[src/verilog/sccr_pkg.sv]
// constants for the slow-control command register block
package sccr_pkg;
  // command addresses of the block-transfer registers
  localparam logic [15:0] ADDR_UPLOAD = 16'h000A;
  localparam logic [15:0] ADDR_PART_CFG = 16'h000C;
  localparam logic [15:0] ADDR_RESULT = 16'h000E;
  localparam logic [15:0] ADDR_CTRL = 16'h0010;
  // field positions
  localparam int UPLOAD_REQ_BIT = 0;
  localparam int RESULT_REQ_BIT = 0;
  localparam int READBACK_BIT = 7;
  localparam int SET_BIT = 8;
  localparam int FAIL_LSB = 9;
  localparam int NUM_PART = 4;
  // reset values
  localparam logic [15:0] CTRL_RESET = 16'h0000;
  localparam logic [15:0] REG_RESET = 16'h0000;
  // engine states
  typedef enum logic [2:0] {
    ST_IDLE,
    ST_UPLOAD,
    ST_READBACK,
    ST_PROGRAM,
    ST_RESULTS
  } sccr_state_e;
endpackage

[src/verilog/sccr_mem.sv]
// configuration store: one write port, one registered read port
`timescale 1ns/100ps
module sccr_mem #(
  parameter int DW = 16,
  parameter int AW = 8
) (
  // clock
  input wire logic i_core_clk,
  // write port
  input wire logic i_we,
  input wire logic [AW-1:0] i_waddr,
  input wire logic [DW-1:0] i_wdata,
  // read port
  input wire logic i_re,
  input wire logic [AW-1:0] i_raddr,
  output logic [DW-1:0] o_rdata
);
  // storage array, no reset needed
  logic [DW-1:0] mem [0:(1<<AW)-1];
  logic [DW-1:0] next_rdata;

  // read data held unless a new read is issued
  always_comb begin
    next_rdata = o_rdata;
    if (i_re) begin
      next_rdata = mem[i_raddr];
    end
  end

  // array write and read register
  always_ff @(posedge i_core_clk) begin
    if (i_we) begin
      mem[i_waddr] <= i_wdata;
    end
    o_rdata <= next_rdata;
  end
endmodule

[src/verilog/sccr_top.sv]
// slow-control command registers: upload, readback, partition setup, results
// Operation
// - upload bit starts upload, self-clears when done
// - upload overwrites stored words from base up to the word marked last
// - first upload word at base, then increment
// - partition command at 0x000C, resets zero
// - bits 12:9 flag per-partition programming failure
// - failure found comparing echo on repeat programming
// - bit 8 selects default or alternative set
// - bit 7 streams store back, self-clears
// - partition bits program partition, self-clear
// - 0x000E bit 0 forwards partition results
// - write to 0x0010 loads control register
`timescale 1ns/100ps
module sccr_top #(
  parameter int AW = 8
) (
  // clock and reset
  input wire logic i_core_clk,
  input wire logic i_srst,
  // block-transfer command port
  input wire logic i_cmd_wr,
  input wire logic i_cmd_rd,
  input wire logic [15:0] i_cmd_addr,
  input wire logic [15:0] i_cmd_wdata,
  output logic o_rd_valid,
  output logic [15:0] o_rd_data,
  // upload data stream from the aggregator
  input wire logic i_up_valid,
  input wire logic [15:0] i_up_data,
  input wire logic i_up_last,
  // readback stream to the aggregator
  output logic o_rb_valid,
  output logic [15:0] o_rb_data,
  output logic o_rb_last,
  // partition programming stream
  output logic o_part_valid,
  output logic [3:0] o_part_sel,
  output logic [15:0] o_part_data,
  output logic o_part_last,
  input wire logic i_part_echo_valid,
  input wire logic [15:0] i_part_echo_data,
  // partition result forwarding
  output logic o_res_req,
  input wire logic i_res_valid,
  input wire logic [15:0] i_res_data,
  input wire logic i_res_last,
  output logic o_res_valid,
  output logic [15:0] o_res_data,
  output logic o_res_last,
  // board control register and busy level
  output logic [15:0] o_ctrl_reg,
  output logic o_busy
);
  localparam int NP = sccr_pkg::NUM_PART;
  // engine and register state
  sccr_pkg::sccr_state_e state, next_state;
  logic upload_pend, next_upload_pend; // upload request bit
  logic set_sel, next_set_sel; // set select bit
  logic rb_pend, next_rb_pend; // readback bit
  logic [NP-1:0] part_pend, next_part_pend; // partition action bits
  logic [NP-1:0] fail, next_fail; // failure flags
  logic res_pend, next_res_pend; // result readout bit
  logic [15:0] next_ctrl_reg;
  logic [AW-1:0] cnt, next_cnt; // stream address counter
  logic issuing, next_issuing; // reads still being issued
  logic pipe_vld, next_pipe_vld, pipe_last, next_pipe_last; // data and end flag next cycle
  logic [NP-1:0] cur_part, next_cur_part; // one-hot partition in work
  logic cur_set, next_cur_set; // set latched at programming start
  logic mismatch, next_mismatch; // echo differed from sent data
  logic [NP-1:0] prog_once, next_prog_once, last_set, next_last_set; // history and set used
  // registered outputs, next values
  logic next_rd_valid, next_rb_valid, next_rb_last;
  logic [15:0] next_rd_data, next_rb_data, next_part_data, next_res_data;
  logic next_part_valid, next_part_last, next_res_req;
  logic next_res_valid, next_res_last, next_busy;
  logic [3:0] next_part_sel;
  // memory ports
  logic mem_we, mem_re;
  logic [AW-1:0] mem_waddr, mem_raddr;
  logic [15:0] mem_rdata;
  // decoded write strobes
  logic wr_upload, wr_part, wr_result, wr_ctrl;
  logic [NP-1:0] low_pend;
  logic [NP-1:0] clr_part; // partition bits the engine clears
  logic clr_upload, clr_rb, clr_res;
  // configuration store
  sccr_mem #(.DW(16), .AW(AW)) u_mem (
    .i_core_clk(i_core_clk), .i_we(mem_we), .i_waddr(mem_waddr), .i_wdata(i_up_data),
    .i_re(mem_re), .i_raddr(mem_raddr), .o_rdata(mem_rdata)
  );
  // address decode of block-transfer writes
  always_comb begin
    wr_upload = i_cmd_wr && (i_cmd_addr == sccr_pkg::ADDR_UPLOAD);
    wr_part = i_cmd_wr && (i_cmd_addr == sccr_pkg::ADDR_PART_CFG);
    wr_result = i_cmd_wr && (i_cmd_addr == sccr_pkg::ADDR_RESULT);
    wr_ctrl = i_cmd_wr && (i_cmd_addr == sccr_pkg::ADDR_CTRL);
    low_pend = part_pend & NP'(-part_pend);
  end
  // engine, register file and output next values
  always_comb begin
    next_state = state;
    next_cnt = cnt;
    next_issuing = issuing;
    next_pipe_vld = 1'b0;
    next_pipe_last = 1'b0;
    next_cur_part = cur_part;
    next_cur_set = cur_set;
    next_mismatch = mismatch;
    next_prog_once = prog_once;
    next_last_set = last_set;
    next_fail = fail;
    next_set_sel = set_sel;
    next_ctrl_reg = o_ctrl_reg;
    next_rb_valid = 1'b0;
    next_rb_last = 1'b0;
    next_rb_data = o_rb_data;
    next_part_valid = 1'b0;
    next_part_last = 1'b0;
    next_part_data = o_part_data;
    next_part_sel = o_part_sel;
    next_res_req = 1'b0;
    next_res_valid = 1'b0;
    next_res_last = 1'b0;
    next_res_data = o_res_data;
    mem_we = 1'b0;
    mem_waddr = cnt;
    mem_re = 1'b0;
    mem_raddr = cnt;
    clr_part = '0;
    clr_upload = 1'b0;
    clr_rb = 1'b0;
    clr_res = 1'b0;
    case (state)
      sccr_pkg::ST_IDLE: begin
        // fixed priority: upload, readback, programming, results
        next_cnt = '0;
        next_mismatch = 1'b0;
        if (upload_pend) begin
          next_state = sccr_pkg::ST_UPLOAD;
        end else if (rb_pend) begin
          next_issuing = 1'b1;
          next_state = sccr_pkg::ST_READBACK;
        end else if (|part_pend) begin
          next_cur_set = set_sel;
          next_cur_part = low_pend;
          next_issuing = 1'b1;
          next_state = sccr_pkg::ST_PROGRAM;
        end else if (res_pend) begin
          next_res_req = 1'b1;
          next_state = sccr_pkg::ST_RESULTS;
        end
      end
      sccr_pkg::ST_UPLOAD: begin
        // words stored from base address upward
        if (i_up_valid) begin
          // each valid word is written at the counter address, then the counter steps
          mem_we = 1'b1;
          next_cnt = cnt + 1'b1;
          if (i_up_last) begin
            clr_upload = 1'b1;
            next_state = sccr_pkg::ST_IDLE;
          end
        end
      end
      sccr_pkg::ST_READBACK: begin
        // whole store streamed to the aggregator
        if (issuing) begin
          mem_re = 1'b1;
          next_pipe_vld = 1'b1;
          next_pipe_last = &cnt;
          next_cnt = cnt + 1'b1;
          next_issuing = ~(&cnt);
        end
        if (pipe_vld) begin
          next_rb_valid = 1'b1;
          next_rb_last = pipe_last;
          next_rb_data = mem_rdata;
        end
        if (o_rb_valid && o_rb_last) begin
          clr_rb = 1'b1;
          next_state = sccr_pkg::ST_IDLE;
        end
      end
      sccr_pkg::ST_PROGRAM: begin
        // stream selected half of the store to one partition
        mem_raddr = {cur_set, cnt[AW-2:0]};
        if (issuing) begin
          mem_re = 1'b1;
          next_pipe_vld = 1'b1;
          next_pipe_last = &cnt[AW-2:0];
          next_cnt = cnt + 1'b1;
          next_issuing = ~(&cnt[AW-2:0]);
        end
        if (pipe_vld) begin
          next_part_valid = 1'b1;
          next_part_last = pipe_last;
          next_part_data = mem_rdata;
          next_part_sel = cur_part;
        end
        // echo holds previous contents of the partition
        if (o_part_valid && i_part_echo_valid && (i_part_echo_data != o_part_data)) begin
          next_mismatch = 1'b1;
        end
        if (o_part_valid && o_part_last) begin
          for (int p = 0; p < NP; p++) begin
            if (cur_part[p]) begin
              // flag judged only on repeat with same set
              if (prog_once[p] && (last_set[p] == cur_set)) begin
                next_fail[p] = next_mismatch;
              end
              next_prog_once[p] = 1'b1;
              next_last_set[p] = cur_set;
            end
          end
          clr_part = cur_part;
          next_state = sccr_pkg::ST_IDLE;
        end
      end
      sccr_pkg::ST_RESULTS: begin
        // results forwarded until the last word
        if (i_res_valid) begin
          next_res_valid = 1'b1;
          next_res_last = i_res_last;
          next_res_data = i_res_data;
          if (i_res_last) begin
            clr_res = 1'b1;
            next_state = sccr_pkg::ST_IDLE;
          end
        end
      end
      default: begin
        next_state = sccr_pkg::ST_IDLE;
      end
    endcase
    // action bits: a write of one wins over the hardware clear
    next_upload_pend = (upload_pend & ~clr_upload) |
      (wr_upload & i_cmd_wdata[sccr_pkg::UPLOAD_REQ_BIT]);
    next_rb_pend = (rb_pend & ~clr_rb) | (wr_part & i_cmd_wdata[sccr_pkg::READBACK_BIT]);
    next_part_pend = (part_pend & ~clr_part) | ({NP{wr_part}} & i_cmd_wdata[NP-1:0]);
    next_res_pend = (res_pend & ~clr_res) |
      (wr_result & i_cmd_wdata[sccr_pkg::RESULT_REQ_BIT]);
    if (wr_part) begin
      next_set_sel = i_cmd_wdata[sccr_pkg::SET_BIT];
    end
    if (wr_ctrl) begin
      next_ctrl_reg = i_cmd_wdata;
    end
    // busy level follows the next engine state
    next_busy = (next_state != sccr_pkg::ST_IDLE);
  end

  // register read answers, unmapped and control read as zero
  always_comb begin
    next_rd_valid = i_cmd_rd;
    next_rd_data = sccr_pkg::REG_RESET;
    if (i_cmd_rd) begin
      case (i_cmd_addr)
        sccr_pkg::ADDR_UPLOAD: next_rd_data[sccr_pkg::UPLOAD_REQ_BIT] = upload_pend;
        sccr_pkg::ADDR_PART_CFG: begin
          // failure flags in the status field
          next_rd_data[sccr_pkg::FAIL_LSB +: NP] = fail;
          next_rd_data[sccr_pkg::SET_BIT] = set_sel;
          next_rd_data[sccr_pkg::READBACK_BIT] = rb_pend;
          next_rd_data[NP-1:0] = part_pend;
        end
        sccr_pkg::ADDR_RESULT: next_rd_data[sccr_pkg::RESULT_REQ_BIT] = res_pend;
        default: next_rd_data = sccr_pkg::REG_RESET;
      endcase
    end
  end

  // state registers, all outputs straight from here
  always_ff @(posedge i_core_clk) begin
    if (i_srst) begin
      state <= sccr_pkg::ST_IDLE;
      {upload_pend, set_sel, rb_pend, res_pend} <= '0;
      part_pend <= '0;
      fail <= '0;
      o_ctrl_reg <= sccr_pkg::CTRL_RESET;
      cnt <= '0;
      // engine flags and history
      {issuing, pipe_vld, pipe_last, cur_set, mismatch} <= '0;
      cur_part <= '0;
      prog_once <= '0;
      last_set <= '0;
      // output strobes and data
      {o_rd_valid, o_rb_valid, o_rb_last, o_part_valid, o_part_last} <= '0;
      {o_res_req, o_res_valid, o_res_last, o_busy} <= '0;
      o_rd_data <= sccr_pkg::REG_RESET;
      o_rb_data <= sccr_pkg::REG_RESET;
      o_part_sel <= '0;
      o_part_data <= sccr_pkg::REG_RESET;
      o_res_data <= sccr_pkg::REG_RESET;
    end else begin
      state <= next_state;
      upload_pend <= next_upload_pend;
      set_sel <= next_set_sel;
      rb_pend <= next_rb_pend;
      part_pend <= next_part_pend;
      fail <= next_fail;
      res_pend <= next_res_pend;
      o_ctrl_reg <= next_ctrl_reg;
      cnt <= next_cnt;
      issuing <= next_issuing;
      pipe_vld <= next_pipe_vld;
      pipe_last <= next_pipe_last;
      cur_part <= next_cur_part;
      cur_set <= next_cur_set;
      mismatch <= next_mismatch;
      prog_once <= next_prog_once;
      last_set <= next_last_set;
      o_rd_valid <= next_rd_valid;
      o_rd_data <= next_rd_data;
      o_rb_valid <= next_rb_valid;
      o_rb_data <= next_rb_data;
      o_rb_last <= next_rb_last;
      o_part_valid <= next_part_valid;
      o_part_sel <= next_part_sel;
      o_part_data <= next_part_data;
      o_part_last <= next_part_last;
      o_res_req <= next_res_req;
      o_res_valid <= next_res_valid;
      o_res_data <= next_res_data;
      o_res_last <= next_res_last;
      o_busy <= next_busy;
    end
  end
endmodule

[config.mk]
export PLATFORM = sky130hd
export DESIGN_NAME = sccr_top
export DESIGN_NICKNAME = d
export VERILOG_FILES = /design/src/verilog/sccr_pkg.sv /design/src/verilog/sccr_mem.sv /design/src/verilog/sccr_top.sv
export SDC_FILE = /design/constraint.sdc
export NUM_CORES = 2
export LEC_CHECK = 0
export BUFFER_PORTS_ARGS = -buffer_cell sky130_fd_sc_hd__clkbuf_2
export CAP_MARGIN = 20
export CORE_MARGIN = 2
export CORE_UTILIZATION = 50
export DETAILED_ROUTE_END_ITERATION = 6
export GPL_ROUTABILITY_DRIVEN = 0
export PLACE_DENSITY = 0.73
export SLEW_MARGIN = 20
export SYNTH_ARGS = -nofsm -noshare
export SYNTH_HDL_FRONTEND = slang
export SYNTH_SLANG_ARGS = --single-unit
[constraint.sdc]
create_clock -name i_core_clk -period 3.6 [get_ports i_core_clk]
set_input_delay 0.18 -clock i_core_clk [delete_from_list [all_inputs] [get_ports i_core_clk]]
set_output_delay 0.18 -clock i_core_clk [all_outputs]
set_load 0.005 [all_outputs]
; ---- Word level (Yosys, flattened, before mapping)
; Memories as Yosys holds them, arrays and structs flattened. A register that Yosys moved wholly into a read port is not among the register bits.
; Cells that the tools add are included.
[totals]
ff_bits = 133
ram_bits = 4096
inputBits = 89
output_inout_bits = 93
word_cells = 179
memories = 1
[mem_list]
columns = name, depth, word_bits, rd, rd_clocked_by_memory_dff, wr, line_no
row1 = u_mem.mem, 256, 16, 1, 1, 1, sccr_mem.sv:19  ; logic [DW-1:0] mem [0:(1<<AW)-1];
[op_classes]
add_sub_neg = 2
eq_ne = 17
n_mux = 47
bitwise_logic = 28
n_reduce_logical = 42
[ops]
columns = op, n
row1 = $eq A16 B4 Y1 const B, 3
row2 = $mux W3, 10
row3 = $mux W1, 26
row4 = $mux W8, 3
row5 = $pmux W8 S3, 1
row6 = $reduce_and A4 Y1, 5
row7 = $reduce_and A3 Y1, 6
row8 = $eq A16 B5 Y1 const B, 1
row9 = $ne A16 B16 Y1, 1
row10 = $pmux W3 S5, 1
row11 = $not A1 Y1, 14
row12 = $and A4 B4 Y4, 3
row13 = $logic_and A1 B1 Y1, 12
row14 = $reduce_or A2 Y1, 5
row15 = $reduce_bool A3 Y1, 3
row16 = $add A8 B1 Y8 const B, 1
row17 = $mux W4, 2
row18 = $reduce_and A8 Y1, 1
row19 = $reduce_or A8 Y1, 1
row20 = $reduce_and A7 Y1, 1
row21 = $and A1 B1 Y1, 6
row22 = $eq A3 B2 Y1 const B, 2
row23 = $pmux W1 S3, 2
row24 = $reduce_and A2 Y1, 3
row25 = other kinds (15), 23

; ---- Logic depth before layout (Yosys ltp)
[logic_depth]
ltp_word = 6
mapped_depth = 13
mapped_depth_nobuf = 7

; ---- By module
; Synthesis repeated with hierarchy kept, for this count alone.
[hier_totals]
cells_unflattened = 7966
area_unflattened_um2 = 164003.5
[by_module_without_submodules]
columns = mod, instances, cells_per_inst, area_per_inst_um2, seq_area_each_um2
row1 = sccr_mem, 1, 7360, 158874.9, 123478.4
row2 = sccr_top, 1, 606, 5128.7, 2542.4

; ---- Worst setup path after synthesis
; No wires, ideal clock.
[synth_timing]
path_kind = reg-to-reg
start = register cnt[0]
end = memory u_mem.mem[128][0] (enable)
setup_ns = 0.388
arrival_time_ns = 3.036
t_required_ns = 3.212
slack_ns = 0.175
path_stages_with_launch = 14
path_buffers = 8
period_less_slack_ns = 3.425
path_cell_list = dfxtp_1 -> buf_6 -> buf_12 -> buf_12 -> buf_6 -> inv_2 -> buf_2 -> buf_2 -> buf_2 -> ha_1 -> and3_1 -> nand2_1 -> clkbuf_1 -> nor2_1
[synth_lines]
columns = item, line_no
row1 = from (decl), sccr_top.sv:65  ; logic [AW-1:0] cnt, next_cnt;
row2 = from (signal assigned), sccr_top.sv:304  ; cnt <= next_cnt;
row3 = to (decl), sccr_mem.sv:19
; Straight into the memory's write port.

; ---- Final worst setup path
[layout_timing]
start = register cnt[5]
end = register u_mem.o_rdata[1], read port of u_mem.mem (data pin)
[layout_via]
elab_chain_len = 1
[layout_lines]
columns = item, line_no
row1 = $mux W8, sccr_top.sv:134  ; case (state)
row2 = to (decl), sccr_mem.sv:16  ; output logic [DW-1:0] o_rdata
; Every way passes these cells.
; A chain may end at the register's enable or synchronous reset.

==> out/qor.yml <==
status: "finished with violations"
violations: "design-rule violations, negative hold slack, negative setup slack"
area_delta_synth_final_pct: 16.7
cp_max_fo: 18
regMostFlops: "u_mem.mem"
hold_violations: 4
ys_seq_elements: 4239
yosysWarnings: 0
synth_flop_cell: "edfxtp_1"
cts.clk_slew.worst_paths_ns: 0.07
viasPerCell: 6.54
finalCritPeriodShare_pct: 104
seq_area_frac_synth_pct: 77.5
p_per_area_mw_per_mm2: 515
drive_gt1_share_pct: 30.2
placementRows: 209
detail-route-antenna-nets: 0
port-buffer-count: 175
p_leak_uw: 0.0589
gr-total-overflow: 0
min_path_type: "input pin to register"
ff2ff_path_depth: 8
dr.pass1.iters: 7
fin_tns_setup_ns: -0.220
relSlewSlack_pct: 16.4
coreArea_mm2: 0.324
cts_sinks: 4239
dp.cells: 12416
final_core_util_pct: 58.6
root_buffer: "clkbuf_16"
drt-wirelength-per-cell_um: 35.0
cts_max_level: 5
grt_pass1_vias: 85966
drt_iter0_markers: 14487
cp-end-kind: "register"
cts_made_buffers: 409
final_max_slew_viol_count: 0
die-width_um: 574
pin_count: 182
clk_path_buf_depth: 4
whs_path_depth: 1
antenna_found_initial: 24
initial_core_util_pct: 50.2
setup_ws_ns: -0.142
setup_violations: 4
dieArea_mm2: 0.330
timing.hold.ws_ns: -0.00249
grt_first_pass_wirelength_mm: 653
max_freq_mhz: 267
syn_area_mm2: 0.163
cts_tree: "done"
die_h_um: 574
worst_setup_path_start_kind: "register"
worstPathRequired_ns: 4.43
hpwl_mm: 283
largest_reg_flops: 4096
clock_skew_ns: 0.0759
post-route-min-period_ns: 3.74
layoutNonFillerInstCount: 13334
synth-edff-count: 4112
nNetsFinal: 8746
peakVddDrop_mv: 0.514
grt.total_usage_pct: 27.9
synth_cell_type_count: 75
clock_latency_ns: 1.00
routed-via-count: 87227
async_flop_share_pct: 0
worstSetupPathType: "register to register"
maxCapViolCount: 0
grt_max_degree: 122
drc_errors: 3
cp.arrival_ns: 4.58
totalWireLength_mm: 467
tightest_slew_ns: 1.25
syn_avg_cell_area_um2: 21.6
netlist_instances: 7526
layer usage:
metal,part of all wire [%],up-vias,wire [µm],GRT usage [%]
met5,0.031,-,144,0
met4,5.5,20,25800,13.3
met3,13,1154,63000,8.25
met2,46,6933,216000,42.8
met1,35,45382,162000,37.0
li1,-,33738,-,-
area by class of cell:
class,instances,area (µm²)
inverter,6,27.5
tap,4325,5410
timing repair buffer,1157,10700
clock buffer,493,10600
sequential,4239,126000
fill,22137,134000
antenna,16,40.0
clock inverter,258,2730
multi-input combinational,2840,34200
through the flow:
stage | area, µm² | setup WS (ns) | total power [µW] | hold WS [ns]
finish | 190000 | -0.142 | 97800 | -0.00249
global route | 190000 | -0.00832 | 99900 | 0.00363
CTS | 190000 | 0.00491 | 98000 | 0.00585
detailed placement | 175000 | -0.584 | 56100 | 0.415
global placement | 175000 | -0.531 | 56000 | 0.403
floorplan | 163000 | 0.175 | 55100 | 0.263
layout by cell type (no fill, tap or decap), types with 17 or more instances in the layout:
| cell | instances |
|---|---|
| edfxtp_1 | 4112 |
| mux4_2 | 1000 |
| buf_4 | 680 |
| clkbuf_16 | 412 |
| nor2_1 | 326 |
| nand2_1 | 316 |
| mux2i_1 | 271 |
| clkbuf_2 | 161 |
| buf_12 | 153 |
| dlygate4sd3_1 | 148 |
| a22oi_1 | 141 |
| a21oi_1 | 134 |
| dfxtp_1 | 120 |
| clkinv_2 | 88 |
| clkinv_1 | 77 |
| clkbuf_1 | 77 |
| o22ai_1 | 53 |
| nand3_1 | 49 |
| o21ai_0 | 37 |
| bufinv_16 | 37 |
| a22o_1 | 36 |
| a211oi_1 | 33 |
| a31oi_1 | 30 |
| a221oi_1 | 29 |
| nor3_1 | 27 |
| o211ai_1 | 27 |
| nor2_2 | 26 |
| nand4_1 | 22 |
| xnor2_1 | 22 |
| a32oi_1 | 20 |
| clkinvlp_4 | 19 |
| nand2_2 | 17 |
| clkinv_16 | 17 |
| clkbuf_8 | 17 |
cells in the mapped netlist, drive strengths merged, types with 22 or more instances:
master / n / share of area, %
clkbuf: 155 / 0.36
o21ai: 46 / 0.14
a22oi: 142 / 0.66
nand3: 49 / 0.15
nor3: 27 / 0.083
a22o: 37 / 0.20
a211oi: 37 / 0.17
a31oi: 30 / 0.12
o211ai: 27 / 0.12
dfxtp: 127 / 1.6
nor2b: 26 / 0.10
a32oi: 22 / 0.12
edfxtp: 4112 / 76
o22ai: 53 / 0.20
mux4: 1000 / 14
a221oi: 40 / 0.25
nand4: 22 / 0.085
buf: 291 / 1.3
nor2: 355 / 0.82
mux2i: 272 / 1.7
a21oi: 135 / 0.42
xnor2: 22 / 0.12
nand2: 334 / 0.77
final timing paths:
path | slack [ns] | startpoint | endpoint
hold reg to reg | 0.46 | pipe_last | o_rb_last
setup reg to reg | -0.14 | cnt[5] | u_mem.o_rdata[1]
hold / removal | -0.002 | i_up_data[2] | u_mem.mem[33][2]
setup / recovery | -0.14 | cnt[5] | u_mem.o_rdata[1]
critical path, cell delays in order, from the launching register on:
cell and delay (ns):
dfxtp_4 0.54, buf_4 0.38, nand2b_1 0.24, buf_4 0.32, a21oi_1 0.85, a2111oi_4 0.17, buf_4 0.20, a22oi_1 0.60
a21o_1 0.24
report_power, final:
group	switching [µW]	internal, µW	total [µW]
clock network	18700	23900	42600
logic	936	184	1120
registers	0.284	54100	54100
repair_timing:
item	4_1_cts	5_1_grt
endpoints found under the hold margin	831	0
hold buffers	148	0
cloned	0	0
gates resized for setup	18	12
endpoints found under the setup margin	11	9
pin swaps	1	3
setup buffers	3	0
cell families after synthesis:
| group | after synthesis | share of synthesized area (%) |
|---|---|---|
| simple gates | 893 | 2.35 |
| flops | 4239 | 77.5 |
| mux | 1278 | 15.6 |
| fa+ha+maj | 4 | 0.0308 |
| buf+inv | 452 | 1.66 |
| other cells | 1 | 0.00231 |
| compound gates | 634 | 2.74 |
| xor+xnor | 25 | 0.135 |
(Power assumes the default switching activity.)
